<file path="config.mk">
export PLATFORM = sky130hd
export DESIGN_NAME = tcp_timer
export DESIGN_NICKNAME = d
export VERILOG_FILES = /design/src/hdl/tcp_timer.v
export VERILOG_INCLUDE_DIRS = /design/src /design/src/hdl
export SDC_FILE = /design/constraint.sdc
export NUM_CORES = 1
export LEC_CHECK = 0
export BUFFER_PORTS_ARGS = -buffer_cell sky130_fd_sc_hd__buf_2
export CORE_MARGIN = 2
export CORE_UTILIZATION = 45
export CTS_CLUSTER_SIZE = 40
export DETAILED_ROUTE_END_ITERATION = 10
export SLEW_MARGIN = 20
export SYNTH_ARGS = -nofsm -noshare
export SYNTH_HDL_FRONTEND = slang
export SYNTH_SLANG_ARGS = --single-unit
</file>
<file path="constraint.sdc">
create_clock -name clock -period 3.94 [get_ports clock]
set_input_delay 0.985 -clock clock [delete_from_list [all_inputs] [get_ports clock]]
set_output_delay 0.985 -clock clock [all_outputs]
set_load 0.005 [all_outputs]
</file>
<file path="src/hdl/tcp_map.vh">
`ifndef TCP_MAP_VH
`define TCP_MAP_VH
// register indices on the 4-bit byte-wide register port
`define TCP_A_SC 4'h0
`define TCP_A_CNTH 4'h1
`define TCP_A_CNTL 4'h2
`define TCP_A_MODH 4'h3
`define TCP_A_MODL 4'h4
`define TCP_A_CH0 4'h5
`define TCP_CH_STRIDE 4'h3
// module status control fields
`define TCP_SC_TOF 7
`define TCP_SC_TOIE 6
`define TCP_SC_CENTER 5
`define TCP_SC_CLKS 4:3
`define TCP_SC_PS 2:0
// channel status control fields
`define TCP_CS_CHF 7
`define TCP_CS_CHIE 6
`define TCP_CS_MS 5:4
`define TCP_CS_ELS 3:2
// clock select codes
`define TCP_CLK_NONE 2'h0
`define TCP_CLK_BUS 2'h1
`define TCP_CLK_FIX 2'h2
`define TCP_CLK_EXT 2'h3
// channel modes
`define TCP_M_CAP 2'h0
`define TCP_M_OC 2'h1
`define TCP_M_EPWM 2'h2
`define TCP_M_CENTER 2'h3
// reset values and free-running counter top
`define TCP_RST_SC 8'h00
`define TCP_RST_CS 8'h00
`define TCP_RST_MOD 16'h0000
`define TCP_RST_CV 16'h0000
`define TCP_FREE_TOP 16'hFFFF
`endif

</file>
<file path="src/hdl/tcp_timer.v">
// The placing of the registers and strobed register access were left to the implementer.
`timescale 1ns/1ps
`include "tcp_map.vh"
// Function
// - each channel works as input capture, output compare or edge PWM
// - capture fires on rising, falling or either input edge
// - compare match sets, clears or toggles the channel pin
// - PWM output polarity selectable, active part high or low
// - one module bit puts all channels in center PWM, up/down count
// - prescaler source is bus clock, fixed system clock or external pin
// - prescaler divides by a power of two from 1 to 128
// - 16-bit counter counts up, or up then down in center mode
// - 16-bit modulus limits counter range and period
// - one interrupt request per channel plus terminal count request
// - any counter byte write zeroes counter and prescaler
// - in debug mode counter reads return the frozen live value
// - debug write to status control or counter clears counter read latch
// - in debug mode channel value reads return the real register
// - debug write to channel status control clears its read latch
// - compare value loads from buffer at next counter step after byte two
// - PWM values load after both bytes when counter steps mod-1 to mod
// - debug write to status control resets modulus write pairing
module tcp_timer (
    input wire clock,
    input wire rstn,
    input wire [3:0] addr,
    input wire [7:0] wrData,
    input wire wrStb,
    input wire rdStb,
    output reg [7:0] rdData,
    input wire debugMode,
    input wire fixedSysClock,
    input wire extTimerClock,
    input wire [1:0] chanIn,
    output wire [1:0] chanOut,
    output wire [1:0] chanOe,
    output wire [1:0] chanIrq,
    output wire tofIrq
);

    // mode of a channel from the center bit and its mode field
    function [1:0] chMode;
        input ctr;
        input [1:0] ms;
        begin
            if (ctr)
                chMode = `TCP_M_CENTER;
            else if (ms[1])
                chMode = `TCP_M_EPWM;
            else
                chMode = {1'b0, ms[0]};
        end
    endfunction

    reg [7:0] sc_r;
    reg [15:0] cnt_r;
    reg [15:0] mod_r;
    reg [7:0] modBuf_r;
    reg modHalf_r;
    reg [6:0] psc_r;
    reg down_r;
    reg fixPrev_r;
    reg extPrev_r;
    reg tickD_r;
    reg [15:0] cntSnap_r;
    reg cntLat_r;
    reg cntHiFirst_r;
    reg srcEdge;
    wire [15:0] chOr;
    wire [15:0] chRd;

    // source edge select; external pin is assumed slow enough to sample
    always @* begin
        case (sc_r[`TCP_SC_CLKS])
            `TCP_CLK_BUS: srcEdge = 1'b1;
            `TCP_CLK_FIX: srcEdge = fixedSysClock & ~fixPrev_r;
            `TCP_CLK_EXT: srcEdge = extTimerClock & ~extPrev_r;
            default: srcEdge = 1'b0;
        endcase
    end

    wire [6:0] psMask = ~(7'h7F << sc_r[`TCP_SC_PS]);
    wire pscDone = (psc_r & psMask) == psMask;
    wire stepEn = srcEdge & ~debugMode;
    wire tick = stepEn & pscDone;
    wire centerPwm = sc_r[`TCP_SC_CENTER];
    wire [15:0] top = (mod_r == 16'h0000) ? `TCP_FREE_TOP : mod_r;
    wire [15:0] topM1 = top - 16'h0001;
    wire wrSc = wrStb & (addr == `TCP_A_SC);
    wire cntSel = (addr == `TCP_A_CNTH) | (addr == `TCP_A_CNTL);
    wire cntWr = wrStb & cntSel;
    wire cntRd = rdStb & cntSel;
    wire isHi = addr == `TCP_A_CNTH;
    wire atTop = cnt_r == top;
    wire tofEvt = tick & atTop;
    wire clkOff = sc_r[`TCP_SC_CLKS] == `TCP_CLK_NONE;
    wire pwmLoad = tick & (cnt_r == topM1) & ~down_r; // only the step up into top

    // prescaler and main counter
    always @(posedge clock or negedge rstn) begin
        if (!rstn) begin
            cnt_r <= 16'h0000;
            psc_r <= 7'h00;
            down_r <= 1'b0;
            fixPrev_r <= 1'b0;
            extPrev_r <= 1'b0;
            tickD_r <= 1'b0;
        end else begin
            fixPrev_r <= fixedSysClock;
            extPrev_r <= extTimerClock;
            tickD_r <= tick & ~cntWr;
            if (cntWr) begin
                cnt_r <= 16'h0000;
                psc_r <= 7'h00;
                down_r <= 1'b0;
            end else if (stepEn) begin
                psc_r <= pscDone ? 7'h00 : psc_r + 7'h01;
                if (tick) begin
                    if (centerPwm) begin
                        // up to top, then back down to zero
                        if (down_r) begin
                            cnt_r <= cnt_r - 16'h0001;
                            if (cnt_r == 16'h0001)
                                down_r <= 1'b0;
                        end else if (atTop) begin
                            cnt_r <= cnt_r - 16'h0001;
                            down_r <= 1'b1;
                        end else begin
                            cnt_r <= cnt_r + 16'h0001;
                        end
                    end else begin
                        cnt_r <= atTop ? 16'h0000 : cnt_r + 16'h0001;
                        down_r <= 1'b0;
                    end
                end
            end
        end
    end

    // status control; overflow flag set beats a software clear
    always @(posedge clock or negedge rstn) begin
        if (!rstn) begin
            sc_r <= `TCP_RST_SC;
        end else begin
            if (wrSc)
                sc_r[6:0] <= wrData[6:0];
            sc_r[`TCP_SC_TOF] <= tofEvt | (sc_r[`TCP_SC_TOF] & ~(wrSc & ~wrData[7]));
        end
    end

    // modulus pairs high then low byte
    always @(posedge clock or negedge rstn) begin
        if (!rstn) begin
            mod_r <= `TCP_RST_MOD;
            modBuf_r <= 8'h00;
            modHalf_r <= 1'b0;
        end else if (debugMode & wrSc) begin
            modHalf_r <= 1'b0;
        end else if (wrStb & (addr == `TCP_A_MODH)) begin
            modBuf_r <= wrData;
            modHalf_r <= 1'b1;
        end else if (wrStb & (addr == `TCP_A_MODL) & modHalf_r) begin
            mod_r <= {modBuf_r, wrData};
            modHalf_r <= 1'b0;
        end
    end

    // counter read latch; first byte read snapshots the whole word
    always @(posedge clock or negedge rstn) begin
        if (!rstn) begin
            cntSnap_r <= 16'h0000;
            cntLat_r <= 1'b0;
            cntHiFirst_r <= 1'b0;
        end else if (cntWr | (debugMode & wrSc)) begin
            cntLat_r <= 1'b0;
        end else if (cntRd & ~debugMode) begin
            if (!cntLat_r) begin
                cntSnap_r <= cnt_r;
                cntLat_r <= 1'b1;
                cntHiFirst_r <= isHi;
            end else if (isHi != cntHiFirst_r) begin
                cntLat_r <= 1'b0;
            end
        end
    end

    // debug reads bypass the latch so the frozen count is seen
    wire [15:0] cntView = (cntLat_r & ~debugMode) ? cntSnap_r : cnt_r;

    genvar i;
    generate
        for (i = 0; i < 2; i = i + 1) begin : gCh
            localparam integer ASCI = `TCP_A_CH0 + i * `TCP_CH_STRIDE;
            localparam [3:0] ASC = ASCI[3:0];
            localparam [3:0] AVH = ASC + 4'h1;
            localparam [3:0] AVL = ASC + 4'h2;
            reg [7:0] cs_r;
            reg [15:0] cv_r;
            reg [7:0] vBuf_r;
            reg vHalf_r;
            reg pend_r;
            reg [15:0] pendVal_r;
            reg [15:0] snap_r;
            reg lat_r;
            reg hiFirst_r;
            reg inPrev_r;
            reg out_r;
            wire [1:0] mode = chMode(centerPwm, cs_r[`TCP_CS_MS]);
            wire [1:0] els = cs_r[`TCP_CS_ELS];
            wire csWr = wrStb & (addr == ASC);
            wire vSel = (addr == AVH) | (addr == AVL);
            wire rise = chanIn[i] & ~inPrev_r;
            wire fall = ~chanIn[i] & inPrev_r;
            wire capEvt = (mode == `TCP_M_CAP) & ((els[0] & rise) | (els[1] & fall));
            wire match = tickD_r & (cnt_r == cv_r);
            wire ocEvt = (mode == `TCP_M_OC) & match;
            wire chEvt = capEvt | ocEvt | ((mode[1]) & match);
            wire active = cnt_r < cv_r;
            // load moment depends on mode; no clock means load at once
            wire doLoad = pend_r & (clkOff | ((mode == `TCP_M_OC) & tick) | (mode[1] & pwmLoad));
            wire [15:0] vView = (lat_r & ~debugMode) ? snap_r : cv_r;

            // channel control with flag set beating clear
            always @(posedge clock or negedge rstn) begin
                if (!rstn) begin
                    cs_r <= `TCP_RST_CS;
                    inPrev_r <= 1'b0;
                end else begin
                    inPrev_r <= chanIn[i];
                    if (csWr)
                        cs_r[6:0] <= wrData[6:0];
                    cs_r[`TCP_CS_CHF] <= chEvt | (cs_r[`TCP_CS_CHF] & ~(csWr & ~wrData[7]));
                end
            end

            // value buffer; writes in capture mode are ignored
            always @(posedge clock or negedge rstn) begin
                if (!rstn) begin
                    cv_r <= `TCP_RST_CV;
                    vBuf_r <= 8'h00;
                    vHalf_r <= 1'b0;
                    pend_r <= 1'b0;
                    pendVal_r <= `TCP_RST_CV;
                end else begin
                    if (capEvt)
                        cv_r <= cnt_r;
                    else if (doLoad)
                        cv_r <= pendVal_r;
                    if (doLoad)
                        pend_r <= 1'b0;
                    if (wrStb & (addr == AVH) & (mode != `TCP_M_CAP)) begin
                        vBuf_r <= wrData;
                        vHalf_r <= 1'b1;
                    end else if (wrStb & (addr == AVL) & vHalf_r & (mode != `TCP_M_CAP)) begin
                        pendVal_r <= {vBuf_r, wrData};
                        pend_r <= 1'b1;
                        vHalf_r <= 1'b0;
                    end
                end
            end

            // value read latch
            always @(posedge clock or negedge rstn) begin
                if (!rstn) begin
                    snap_r <= 16'h0000;
                    lat_r <= 1'b0;
                    hiFirst_r <= 1'b0;
                end else if (debugMode & csWr) begin
                    lat_r <= 1'b0;
                end else if (rdStb & vSel & ~debugMode) begin
                    if (!lat_r) begin
                        snap_r <= cv_r;
                        lat_r <= 1'b1;
                        hiFirst_r <= addr == AVH;
                    end else if ((addr == AVH) != hiFirst_r) begin
                        lat_r <= 1'b0;
                    end
                end
            end

            // pin drive; pwm output is re-evaluated every cycle
            always @(posedge clock or negedge rstn) begin
                if (!rstn) begin
                    out_r <= 1'b0;
                end else if (mode[1]) begin
                    out_r <= els[0] ? ~active : active;
                end else if (ocEvt) begin
                    case (els)
                        2'h1: out_r <= ~out_r;
                        2'h2: out_r <= 1'b0;
                        2'h3: out_r <= 1'b1;
                        default: out_r <= out_r;
                    endcase
                end
            end

            assign chanOut[i] = out_r;
            assign chanOe[i] = (mode != `TCP_M_CAP) & (els != 2'h0);
            assign chanIrq[i] = cs_r[`TCP_CS_CHF] & cs_r[`TCP_CS_CHIE];
            assign chRd[i*8 +: 8] = (addr == ASC) ? cs_r :
                                    (addr == AVH) ? vView[15:8] :
                                    (addr == AVL) ? vView[7:0] : 8'h00;
        end
    endgenerate

    assign chOr = {8'h00, chRd[7:0] | chRd[15:8]};
    assign tofIrq = sc_r[`TCP_SC_TOF] & sc_r[`TCP_SC_TOIE];

    // read data valid only in the cycle after the strobe
    always @(posedge clock or negedge rstn) begin
        if (!rstn) begin
            rdData <= 8'h00;
        end else if (rdStb) begin
            case (addr)
                `TCP_A_SC: rdData <= sc_r;
                `TCP_A_CNTH: rdData <= cntView[15:8];
                `TCP_A_CNTL: rdData <= cntView[7:0];
                `TCP_A_MODH: rdData <= mod_r[15:8];
                `TCP_A_MODL: rdData <= mod_r[7:0];
                default: rdData <= chOr[7:0];
            endcase
        end else begin
            rdData <= 8'h00;
        end
    end

endmodule // tcp_timer

</file>
**Yosys cells after proc, flatten, opt, wreduce, memory -nomap -nowiden**

Index checks and enable logic that the tools add are counted.

- Register bits: 226
- Latch bits: 0
- Bits in writable memories: 0
- Bits in read-only memories: 0
- Input port bits: 21
- Output and inout port bits: 15
- Logic and storage cells: 297
- Memories: 0

- Add/subtract/negate cells: 4
- Multiply operators: 0
- Div/mod/pow operators: 0
- Magnitude comparators: 2
- Equal/unequal tests: 30
- Shift operators: 1
- Mux-type cells: 71
- Bitwise gates (word level): 117
- Reduce and logical (&&, ||, !) cells: 33

Operators by type and width:

| cell | count |
|---|---|
| 2-to-1 mux 16 bit | 15 |
| AND 1 bit | 70 |
| equality test 16 bit | 4 |
| 2-to-1 mux 8 bit | 7 |
| case mux 8 bit (5 select lines) | 1 |
| 2-to-1 mux 1 bit | 38 |
| < comparator 16 bit | 2 |
| subtractor 16 x 1 -> 16 bit (second input constant) | 2 |
| nonzero test 2 bit | 15 |
| NOT 1 bit | 27 |
| 2-to-1 mux 7 bit | 3 |
| bitwise OR 1 bit | 17 |
| adder 16 x 1 -> 16 bit (second input constant) | 1 |
| equality test 16 x 1 -> 1 bit (second input constant) | 1 |
| equality test 4 x 3 -> 1 bit (second input constant) | 4 |
| zero test 16 bit | 1 |
| equality test 2 bit (second input constant) | 6 |
| equality test 4 bit (second input constant) | 3 |
| AND reduction 2 bit | 6 |
| AND reduction 3 bit | 4 |
| equality test 2 x 1 -> 1 bit (second input constant) | 5 |
| case mux 1 bit (3 select lines) | 3 |
| equality test 4 x 2 -> 1 bit (second input constant) | 2 |
| 2-to-1 mux 2 bit | 4 |
| other kinds (12) | 17 |

**Depth between registers and ports, before layout**

Gate-level depths: netlist of the first run.

- Depth after elaboration: 13
- Mapped depth: 17
- Mapped depth without buffers: 14

**Least setup slack after synthesis of the first run**

OpenSTA, ideal clock, no wires.

- Path type: register -> register
- Start: register mod_r[0]
- End: register gCh[0].cv_r[0]
- Setup time: 0.127 ns
- Arrival time: 4.031 ns
- Data required time: 3.813 ns
- Path slack: -0.218 ns
- Stages on the path, launching flop included: 17
- Path buffers: 2
- Clock period less this slack: 4.158 ns
- Path through: dfrtp_1 clkbuf_1 nor4_2 nand3_1 nor2_1 buf_2 nor2_1 ha_1 xnor2_1 nor2_1 a211oi_1 o21ai_0 or4_1 nor4_1 nand4_4 o31ai_4 mux2_1

- Word-level cells in the longest chain between the ends: 10

Ends and longest elaborated chain:

| item | line | source |
|---|---|---|
| start: declaration | tcp_timer.v:57 | `reg [15:0] mod_r;` |
| start signal: assignment | tcp_timer.v:154 | `` mod_r <= `TCP_RST_MOD; `` |
| start signal: assignment | tcp_timer.v:163 | `mod_r <= {modBuf_r, wrData};` |
| zero test 16 bit | tcp_timer.v:87 | `` wire [15:0] top = (mod_r == 16'h0000) ? `TCP_FREE_TOP : mod_r; `` |
| 2-to-1 mux 16 bit * | tcp_timer.v:87 |  |
| subtractor 16 x 1 -> 16 bit * | tcp_timer.v:88 | `wire [15:0] topM1 = top - 16'h0001;` |
| equality test 16 bit * | tcp_timer.v:97 | `wire pwmLoad = tick & (cnt_r == topM1) & ~down_r;` |
| AND 1 bit * (2 in series) | tcp_timer.v:97 |  |
| AND 1 bit * | tcp_timer.v:220 | `` wire doLoad = pend_r & (clkOff \| ((mode == `TCP_M_OC) & tick) \| (mode[1] & pwmLoad)); `` |
| bitwise OR 1 bit * | tcp_timer.v:220 |  |
| AND 1 bit * | tcp_timer.v:220 |  |
| nonzero test 2 bit (no line) * | - |  |
| end signal: assignment | tcp_timer.v:239 | `` cv_r <= `TCP_RST_CV; `` |
| end signal: assignment | tcp_timer.v:246 | `cv_r <= cnt_r;` |
| end signal: assignment | tcp_timer.v:248 | `cv_r <= pendVal_r;` |
| end: declaration | tcp_timer.v:198 | `reg [15:0] cv_r;` |

Every way passes the cells marked *; elsewhere a longest branch is shown, timed or not.
A chain may end at the register's enable or synchronous reset.

**Worst setup path after layout of the first run**

- Start: register mod_r[1]
- End: register gCh[0].cv_r[10]

The elaborated chain is that of the path after synthesis.

==> summary.md, run 1 <==
| Metric | Value |
|---|---|
| DP HPWL | `29.7 mm` |
| CTS Buf Count | `26` |
| Std-Cell Core Area | `between 20000 and 30000 sq um` |
| GRT Max-Usage Layer | `met2` |
| Simple-gate share of the synthesized area | `around 15%` |
| Reg2reg start | `mod_r[1]$_DFFE_PN0P_` |
| Share of cells above drive strength 1 | `approximately 25%` |
| Yosys top cell area share | `a little over two fifths` |
| Via count | `11000` |
| Register-to-Register Path Depth | `16` |
| Status | `complete, no violations` |
| Final hold violations | `0` |
| Detailed Route Iter0 Violations | `between 1000 and 1500` |
| Mux cell area share after synthesis | `17.7%` |
| Leakage | `~6.7 nW` |
| Number of flops mapped to enable cells by yosys | `0` |
| Initial antenna violation count | `1` |
| Slew headroom | `37.4%` |
| Via/cell ratio | `6.11` |
| Worst EP arrival | `approximately 4.3 ns` |
| DIE AREA | `roughly 30000 sq um` |
| Largest family of logic cells by synthesized area | `multiplexers` |
| Die width | `176 microns` |
| CP cell instances | `or4_4 > nor3_4 > a21oi_2 > ha_4 > xnor2_2 > nor2_1 > a211oi_2 > o21ai_1 > or4_4 > nor4_4 > nand4_4 > buf_4 > o31ai_4 > buf_6 > buf_12 > mux2i_2` |
| Least-Margin Pin Slew | `approximately 0.9 ns` |
| Number of library cell types mapped by synthesis | `75` |
| Final setup vio count | `0` |
| VDD IR-drop max | `between 400 and 500 uV` |
| Met1 GRT Util | `about two fifths` |
| Mapped cell area | `13300 sq um` |
| Max Root-Sink Buffers | `3` |
| Gpl congestion | `around 0.98` |
| Final worst path period need | `3.81 ns` |
| Clock root cell | `clkbuf_16` |
| Area Overhead vs Synth | `15.4%` |
| Clk_skew | `0.0172 ns` |
| Switching fraction of total power | `between 30% and 40%` |
| CTS Hold Bufs | `0` |
| Clk pwr share | `26.8%` |
| Worst-path cell with the longest stage delay | `or4_4` |
| Total track usage | `27.8%` |
| Cell mode on critical path | `or4_4` |
| Pwr dens | `roughly 590 nW/um^2` |
| H-Tree Level Count | `1` |
| Pins over their slew limit | `0` |
| R2r setup slk | `around 0.13 ns` |
| Reg2reg end | `gCh[0].cv_r[10]$_DFFE_PN0P_` |
| Grt ovf | `0` |
| Post-synthesis register bit count | `around 230` |
| I/O pins | `36` |
| Asr flop ratio synth | `100%` |
| Initial DRT Pass Iterations | `6` |
| Warnings, synthesis | `0` |
| Fin nets | `1461` |
| Clock Sinks | `around 230` |
| Wire per inst | `23.6 microns` |
| Sequential share of power | `between 30% and 40%` |
| Max stage delay on crit path | `roughly 0.56 ns` |
| Initial core utilization | `46.0%` |
| FMAX | `~0.26 GHz` |
| Syn Nets | `roughly 1400` |
| Rows | `slightly above 60` |
| Vias in the first global route | `between 10000 and 15000` |
| Global-route wire length before repair | `between 60 and 70 mm` |
| Input/output buffers | `35` |
| Post-route cell area | `15300 sq um` |
| DRC | `0` |
| Most numerous cell in the Yosys netlist | `dfrtp_1` |
| Post-synth top area cell | `dfrtp_1` |
| Synth area leaders | `dfrtp_1, mux2_2, mux2i_1` |
| CTS tree | `yes` |
| Die Y | `approximately 180 microns` |
| Switching power | `roughly 3.3 mW` |
| Ys flop type | `dfrtp_1` |
| Pint | `5.75 mW` |
| Placed Area | `14300 sq um` |
| Synth Area in XOR/XNOR | `1.91%` |
| Adder-cell share of the synthesized area | `under 10%` |
| Largest net degree at the start of global routing | `98` |
| Hold WS | `0.471 ns` |
| Hold Path Class | `in2async` |
| Met3 Track Usage GR | `4.00%` |
| Antenna diodes | `0` |
| Worst-path fanout max | `8` |
| Maxcap violations | `0` |
| Post-synthesis sequential area ratio | `42.6%` |
| Critical path class | `reg2reg` |
| CP Launch Type | `flip-flop` |
| Clk_lat worst skew | `approximately 0.55 ns` |
| Final ANT Viol Nets | `0` |
| Gate Count Post-Synth | `between 1000 and 1500` |
| DRT Wirelength | `about 43 mm` |
| Compound-cell area share of the yosys netlist | `between 10 and 15%` |
| CP required | `4.40 ns` |
| Comb pwr share | `a little over a third` |
| Avg Cell Area, Syn | `~10 sq um` |
| Worst Setup End Kind | `flip-flop` |
| Final period util | `about 97%` |
| Clk slew on worst S/H paths | `around 0.06 ns` |
| GR Util met2 | `around 42%` |
| Synth top cells by count | `dfrtp_1, mux2_2, nand2_1, nor2_1, mux2i_1` |
## timing repair
action                     in CTS  in global routing
gates resized for setup         5                  9
setup buffers                   7                  4
cloned                          1                  1
pin swaps                       8                  7
setup endpoints to repair       8                 33
## worst max-delay path, delay by kind of cell (launching register included)
family | cells | cell delay, ns
muxes | 1 | 0.22
adders and majority gates | 1 | 0.19
and+or+nand+nor | 6 | 1.65
xor gates and xnor gates | 1 | 0.17
AOI/OAI and AO/OA | 4 | 0.64
DFF | 1 | 0.37
buffers and inverters | 3 | 0.48
## state kept, by name (all words and copies together), names as in the netlist, 16 cells and up
register and flops:
gCh.cv_r 32, gCh.pendVal_r 32, gCh.snap_r 32, cntSnap_r 16, cnt_r 16, gCh.cs_r 16, gCh.vBuf_r 16, mod_r 16
## logic make-up (layout without fill, tap and decap cells)
group	count (synthesis)	after routing
buffers and inverters	141	226
muxes	218	218
xor gates and xnor gates	29	29
adders and majority gates	41	41
and+or+nand+nor	378	378
DFF	226	226
AOI/OAI and AO/OA	300	300
## layout by cell type (no fill, tap or decap), types with 34 or more instances in the layout
master,instances
a21oi_1,68
buf_2,34
buf_4,86
dfrtp_1,226
ha_1,40
inv_1,49
mux2_2,133
mux2i_1,82
nand2_1,95
nor2_1,82
o21ai_0,69
## metal layers
layer  vias up  share of wire [%]  wire length, microns
li1       4988                  -                     -
met1      5481                 45                 19300
met2       456                 44                 18600
met3        92                7.7                  3270
met4         0                3.3                  1390
met5         -                  0                     0
## power groups by stage
stage / registers [mW] / logic, mW / clock network, mW
floorplan: 3.25 / 2.19 / 0
global placement: 3.43 / 3.00 / 0
CTS: 3.41 / 3.13 / 2.47
detailed placement: 3.46 / 3.04 / 0
global route: 3.51 / 3.53 / 2.58
finish: 3.43 / 3.20 / 2.42
## final cells by class
class,count,area [sq um]
clock buffer,38,776
multi-input combinational,966,7160
sequential,226,5660
clock inverter,9,87.6
tap,384,480
fill,2624,13500
inverter,51,191
timing repair buffer,128,966
## per-stage QoR
stage / setup slack [ns] / total power [mW] / cells / TNS (ns) / utilization, %
2_1_floorplan: 0.000722 / 5.44 / 1333 / 0 / -
3_3_place_gp: 0.135 / 6.43 / 1742 / 0 / 49.4
3_5_place_dp: -0.00884 / 6.50 / 1742 / -0.0172 / 49.4
4_1_cts: 0.00699 / 9.01 / 1797 / 0 / 52.8
5_1_grt: -0.0105 / 9.61 / 1802 / -0.0174 / 53.1
6_report: 0.128 / 9.05 / 1802 / 0 / 53.1
## worst max path at each step
stage                         startpoint                           to  slack, ns  cells after the start
floorplan           mod_r[7]$_DFFE_PN0P_   gCh[0].cv_r[0]$_DFFE_PN0P_     0.0007                     13
global placement    mod_r[3]$_DFFE_PN0P_  gCh[1].cv_r[12]$_DFFE_PN0P_       0.14                     14
detailed placement  mod_r[2]$_DFFE_PN0P_   gCh[1].cv_r[3]$_DFFE_PN0P_     -0.009                     14
CTS                 mod_r[1]$_DFFE_PN0P_   gCh[1].cv_r[0]$_DFFE_PN0P_      0.007                     14
global route        mod_r[1]$_DFFE_PN0P_  gCh[0].cv_r[10]$_DFFE_PN0P_      -0.01                     16
finish              mod_r[1]$_DFFE_PN0P_  gCh[0].cv_r[10]$_DFFE_PN0P_       0.13                     16
(Power assumes the default switching activity.)
==> run 2: changes to the inputs <==
- CORE_UTILIZATION: 45 -> 32
- REMOVE_ABC_BUFFERS: unset -> 1
==> run 2 against run 1 <==
Highest routed layer unchanged; sequential share of layout area down 0.87 points; global-route usage down 8.3 points; core utilization fell by 15 points; critical path type unchanged; clock-buffer cell count is 6 lower; routed wire length rose by 1.3%; flip-flop and latch count is the same; setup slack got worse by 0.058 ns; cell area grew 2.4%; via count about the same; non-clock buffer count rose by 8.
==> summary.md, run 2 (synthesis results as in run 1) <==
| Metric | Value |
|---|---|
| CTS Buf Count | `27` |
| CP Launch Type | `flip-flop` |
| Delay-heaviest family, CP | `simple AND/OR/NAND/NOR gates` |
| Worst path buffer plus inverter count | `3` |
| Grt ovf | `0` |
| Vias in the first global route | `approximately 11000` |
| Most frequent cells in the layout | `dfrtp_1, mux2_2, buf_4` |
| Status | `complete, no violations` |
| Initial core utilization | `about a third` |
| Hold WS | `0.427 ns` |
| CTS Hold Bufs | `0` |
| Initial DRT Pass Iterations | `6` |
| Worst-path cell with the longest stage delay | `nor3_1` |
| Pint | `6.20 mW` |
| Final hold violations | `0` |
| DP Worst Slack | `-0.179 ns` |
| RSZ-0062 raised after global routing | `true` |
| Input/output buffers | `35` |
| DRT Wirelength | `43.1 mm` |
| Reg2reg end | `gCh[1].cv_r[2]$_DFFE_PN0P_` |
| Final period util | `about 98%` |
| Reg2reg start | `mod_r[6]$_DFFE_PN0P_` |
| Maxcap violations | `0` |
| Slew headroom | `approximately 44%` |
| DRC | `0` |
| CTS tree | `yes` |
| Hold Path Class | `in2async` |
| Std-Cell Core Area | `roughly 41000 sq um` |
| Switching power | `between 3 and 4 mW` |
| Largest net degree at the start of global routing | `95` |
| R2r setup slk | `0.07 ns` |
| Share of cells above drive strength 1 | `roughly a quarter` |
| I/O pins | `36` |
| Register-to-Register Path Depth | `17` |
| Switching fraction of total power | `about a third` |
| Critical path class | `reg2reg` |
| Cell mode on critical path | `nor2_2` |
| Via count | `~11000` |
| Clock root cell | `clkbuf_16` |
| H-Tree Level Count | `1` |
| Leakage | `6.83 nW` |
| Initial antenna violation count | `1` |
| CP required | `between 4 and 5 ns` |
| Final ANT Viol Nets | `0` |
| Clk pwr share | `slightly above 30%` |
| Die width | `roughly 210 microns` |
| Clk slew on worst S/H paths | `~0.06 ns` |
| M1 WL | `slightly below 20 mm` |
| Fin nets | `roughly 1500` |
| Detailed Route Iter0 Violations | `about 1000` |
| Worst setup margin | `0.0694 ns` |
| Global-route wire length before repair | `~65 mm` |
| FMAX | `roughly 0.26 GHz` |
| Gpl congestion | `0.934` |
| CP cell instances | `nor3_1 > nand3_2 > nor2_2 > nor2_2 > ha_4 > xnor2_4 > nor2_2 > buf_4 > o21ai_2 > nand4_1 > or4_4 > nor4_4 > buf_4 > nand4_4 > o31ai_4 > buf_6 > mux2i_1` |
| Pins over their slew limit | `0` |
| Rows | `74` |
| Commonest non-fill, non-tap cell in the layout | `dfrtp_1` |
| Via/cell ratio | `5.61` |
| Max Root-Sink Buffers | `3` |
| DP HPWL | `31.3 mm` |
| Die Y | `208 microns` |
| Area Overhead vs Synth | `18.2%` |
| Final setup vio count | `0` |
| Total track usage | `between 10% and 20%` |
| Top flop regs | `gCh.cv_r: 32 flops, gCh.pendVal_r: 32 flops, gCh.snap_r: 32 flops` |
| Pwr dens | `~600 nW/um^2` |
| Comb pwr share | `between 30% and 40%` |
| Clock Sinks | `roughly 230` |
| Final worst path period need | `3.87 ns` |
| Least-Margin Pin Slew | `roughly 0.84 ns` |
| Clk_lat worst skew | `0.56 ns` |
| Max stage delay on crit path | `0.48 ns` |
| Metal3 WL | `2.67 mm` |
| Top sig layer | `met4` |
| Clk_skew | `0.0166 ns` |
| Met2 wire length | `between 15 and 20 mm` |
| Total power | `between 9 and 10 mW` |
| Wire per inst | `about 22 microns` |
| Worst EP arrival | `about 4.4 ns` |
| Sequential share of power | `a little over a third` |
| VDD IR-drop max | `roughly 440 uV` |
| DIE AREA | `about 43000 sq um` |
| Worst-path fanout max | `8` |
| Worst Setup End Kind | `flip-flop` |
-- run 2: cell types whose count changed in the layout (fill, tap and decap cells not counted), sizes merged --
cell | previous run | this run
inv | 49 | 51
diode | 0 | 1
buf | 127 | 136
clkbuf | 39 | 32
clkinv | 9 | 8
bufinv | 1 | 8
clkinvlp | 1 | 2
-- run 2: worst register-to-register path, stage by stage, from the launching register on --
cell	delay, ns
dfrtp_1	0.39
nor3_1	0.48
nand3_2	0.17
nor2_2	0.16
nor2_2	0.07
ha_4	0.19
xnor2_4	0.16
nor2_2	0.06
buf_4	0.14
o21ai_2	0.12
nand4_1	0.10
or4_4	0.44
nor4_4	0.15
buf_4	0.16
nand4_4	0.16
o31ai_4	0.42
buf_6	0.22
mux2i_1	0.20
-- run 2: layout make-up --
cell class | instances | area, sq um
Fill cell | 4022 | 25100
Multi-Input combinational cell | 966 | 7160
Sequential cell | 226 | 5660
Timing Repair Buffer | 136 | 967
Clock buffer | 32 | 724
Tap cell | 532 | 666
Clock inverter | 18 | 314
Inverter | 51 | 191
Antenna cell | 1 | 2.50
-- run 2: metrics by stage --
step | utilization, % | setup TNS, ns | instances | area [sq um]
2_1_floorplan | - | -18.04 | 1243 | 12900
3_3_place_gp | 35.6 | -4.65 | 1909 | 14500
3_5_place_dp | 35.6 | -4.42 | 1909 | 14500
4_1_cts | 38.2 | 0 | 1961 | 15600
5_1_grt | 38.4 | -1.70 | 1961 | 15700
6_report | 38.4 | 0 | 1962 | 15700
-- run 2: worst max-delay path by stage --
stage,startpoint,end,depth (start not counted)
detailed placement,mod_r[3]$_DFFE_PN0P_,gCh[1].cv_r[2]$_DFFE_PN0P_,15
global route,mod_r[6]$_DFFE_PN0P_,gCh[1].cv_r[12]$_DFFE_PN0P_,17
floorplan,mod_r[3]$_DFFE_PN0P_,gCh[0].cv_r[0]$_DFFE_PN0P_,14
finish,mod_r[6]$_DFFE_PN0P_,gCh[1].cv_r[2]$_DFFE_PN0P_,17
global placement,mod_r[3]$_DFFE_PN0P_,gCh[1].cv_r[1]$_DFFE_PN0P_,15
CTS,mod_r[3]$_DFFE_PN0P_,gCh[0].pend_r$_DFF_PN0_,15
-- run 2: power groups by stage --
stage                     logic [mW]  clock network (mW)  registers, mW
after floorplan                 1.98                   0           3.35
after global placement          3.04                   0           3.40
after detailed placement        3.08                   0           3.42
after CTS                       3.14                2.95           3.39
after global routing            3.53                3.05           3.48
final                           3.22                2.91           3.40
-- run 2: per-layer routing --
metal	vias to the layer above	track usage, %
li1	4992	-
met1	5547	27.4
met2	389	30.8
met3	81	2.34
met4	0	7.17
met5	-	0
-- run 2: what timing repair did --
item | in CTS | in global routing
endpoints found under the setup margin | 34 | 34
hold endpoints to repair | 0 | 0
resized for setup | 10 | 12
setup buffers | 2 | 0
pin swaps | 7 | 9
==> run 3: changes to the inputs <==
- SETUP_SLACK_MARGIN: unset -> 0.4
==> run 3 against run 2 <==
Critical path depth decreased by 2; non-clock buffer count rose by 5; core utilization rose by 0.22 points; combinational power barely moved; setup slack got worse by 0.024 ns; critical endpoint unchanged; clock power about the same.
==> summary.md, run 3 (synthesis results as in run 1) <==
| Metric | Value |
|---|---|
| Clock Sinks | `226` |
| RSZ-0062 raised after global routing | `true` |
| Leakage | `roughly 6.9 nW` |
| Fin nets | `1475` |
| DRT Wirelength | `around 43 mm` |
| Rows | `between 70 and 80` |
| Initial antenna violation count | `1` |
| DP Worst Slack | `-0.179 ns` |
| CTS Buf Count | `27` |
| Initial DRT Pass Iterations | `6` |
| CTS Hold Bufs | `0` |
| CP Launch Point | `mod_r[2]$_DFFE_PN0P_` |
| Max Root-Sink Buffers | `3` |
| CP cell instances | `or4_4 > nor3_4 > a21oi_2 > ha_4 > xnor2_4 > nor2_2 > a211oi_2 > o21ai_1 > or4_4 > nor4_4 > buf_4 > nand4_4 > o31ai_4 > buf_6 > mux2i_1` |
| Reg2reg end | `gCh[1].cv_r[2]$_DFFE_PN0P_` |
| Grt ovf | `0` |
| Cell mode on critical path | `or4_4` |
| Gpl congestion | `0.934` |
| Worst setup margin | `about 0.046 ns` |
| Worst Setup End Kind | `flip-flop` |
| Vias in the first global route | `10600` |
| Global-route wire length before repair | `approximately 65 mm` |
| Final worst path period need | `roughly 4 ns` |
| Maxcap violations | `0` |
| Most frequent cells in the layout | `dfrtp_1, mux2_2, buf_4` |
| Input/output buffers | `35` |
| Die Y | `about 210 microns` |
| Share of cells above drive strength 1 | `approximately a quarter` |
| Worst-path fanout max | `8` |
| Area Overhead vs Synth | `18.9%` |
| Clock root cell | `clkbuf_16` |
| Final hold violations | `0` |
| Commonest non-fill, non-tap cell in the layout | `dfrtp_1` |
| I/O pins | `36` |
| DP HPWL | `approximately 31 mm` |
| Register-to-Register Path Depth | `15` |
| Total power | `9.57 mW` |
| Std-Cell Core Area | `40800 sq um` |
| Detailed Route Iter0 Violations | `1141` |
| Final ANT Viol Nets | `0` |
| Status | `complete, no violations` |
| DRC | `0` |
| Clk slew on worst S/H paths | `0.06 ns` |
| Worst-path cell with the longest stage delay | `or4_4` |
| CTS tree | `yes` |
| Worst EP arrival | `~4.4 ns` |
| FMAX | `0.257 GHz` |
| H-Tree Level Count | `1` |
| Largest net degree at the start of global routing | `95` |
| Clk_lat worst skew | `approximately 0.56 ns` |
| Least-Margin Pin Slew | `0.852 ns` |
| CP Launch Type | `flip-flop` |
| CP required | `~4.4 ns` |
| Initial core utilization | `between 30% and 40%` |
| Total track usage | `approximately 20%` |
| Reg2reg start | `mod_r[2]$_DFFE_PN0P_` |
| Final period util | `a little over nine tenths` |
| Via count | `about 11000` |
| Hold Path Class | `in2async` |
| R2r setup slk | `0.05 ns` |
| Pins over their slew limit | `0` |
| Slew headroom | `43.2%` |
| VDD IR-drop max | `between 400 and 500 uV` |
| Final setup vio count | `0` |
| Die width | `208 microns` |
| Max stage delay on crit path | `around 0.56 ns` |
| Pwr dens | `about 600 nW/um^2` |
| Wire per inst | `approximately 22 microns` |
| Top flop regs | `gCh.cv_r: 32 flops, gCh.pendVal_r: 32 flops, gCh.snap_r: 32 flops` |
| DIE AREA | `43100 sq um` |
| Critical path class | `reg2reg` |
| Via/cell ratio | `5.66` |
| Clk_skew | `0.0174 ns` |
==> run 3: layout make-up <==
| class | count | area [sq um] |
|---|---|---|
| fill | 4009 | 25100 |
| clock buffer | 32 | 724 |
| clock inverter | 18 | 314 |
| inverter | 51 | 191 |
| antenna | 1 | 2.50 |
| sequential | 226 | 5660 |
| timing repair buffer | 141 | 1020 |
| tap | 532 | 666 |
| multi-input combinational | 966 | 7200 |
==> run 3: per-layer routing <==
layer | share of wire [%] | track usage (%) | up-vias
met2 | 46 | 30.8 | 437
met3 | 6.3 | 2.34 | 89
met4 | 3.7 | 7.24 | 0
met5 | 0 | 0 | -
met1 | 44 | 27.5 | 5583
li1 | - | - | 5016
==> run 3: worst max path at each step <==
stage,to,slack [ns]
after floorplan,gCh[0].cv_r[0]$_DFFE_PN0P_,-0.72
after global placement,gCh[1].cv_r[1]$_DFFE_PN0P_,-0.18
after detailed placement,gCh[1].cv_r[2]$_DFFE_PN0P_,-0.18
after CTS,gCh[1].cv_r[2]$_DFFE_PN0P_,0.02
after global routing,gCh[1].cv_r[12]$_DFFE_PN0P_,-0.12
final,gCh[1].cv_r[2]$_DFFE_PN0P_,0.05
==> run 3: critical path, delay by kind of cell, from the launching register on <==
kind	cells	cell delay [ns]
compound gates	4	0.86
simple gates	6	1.65
buf+inv	2	0.38
mux	1	0.19
flops	1	0.38
xor+xnor	1	0.16
fa+ha+maj	1	0.20
==> run 3: repair_timing <==
item | 4_1_cts | 5_1_grt
setup endpoints to repair | 34 | 34
resized for setup | 19 | 16
cloned | 1 | 0
pin swaps | 11 | 12
buffers inserted | 4 | 2
==> run 3: per-stage QoR <==
stage / util, % / instance area [sq um] / TNS, ns / hold WS [ns] / cells
2_1_floorplan: - / 12900 / -18.04 / 0.444 / 1243
3_3_place_gp: 35.6 / 14500 / -4.65 / 0.468 / 1909
3_5_place_dp: 35.6 / 14500 / -4.42 / 0.477 / 1909
4_1_cts: 38.4 / 15700 / 0 / 0.461 / 1964
5_1_grt: 38.6 / 15800 / -2.25 / 0.477 / 1966
6_report: 38.6 / 15800 / 0 / 0.429 / 1967
==> run 3: power by group <==
group          switching [mW]  internal (mW)
clock                    1.07           1.84
combinational            1.81           1.44
sequential              0.476           2.93
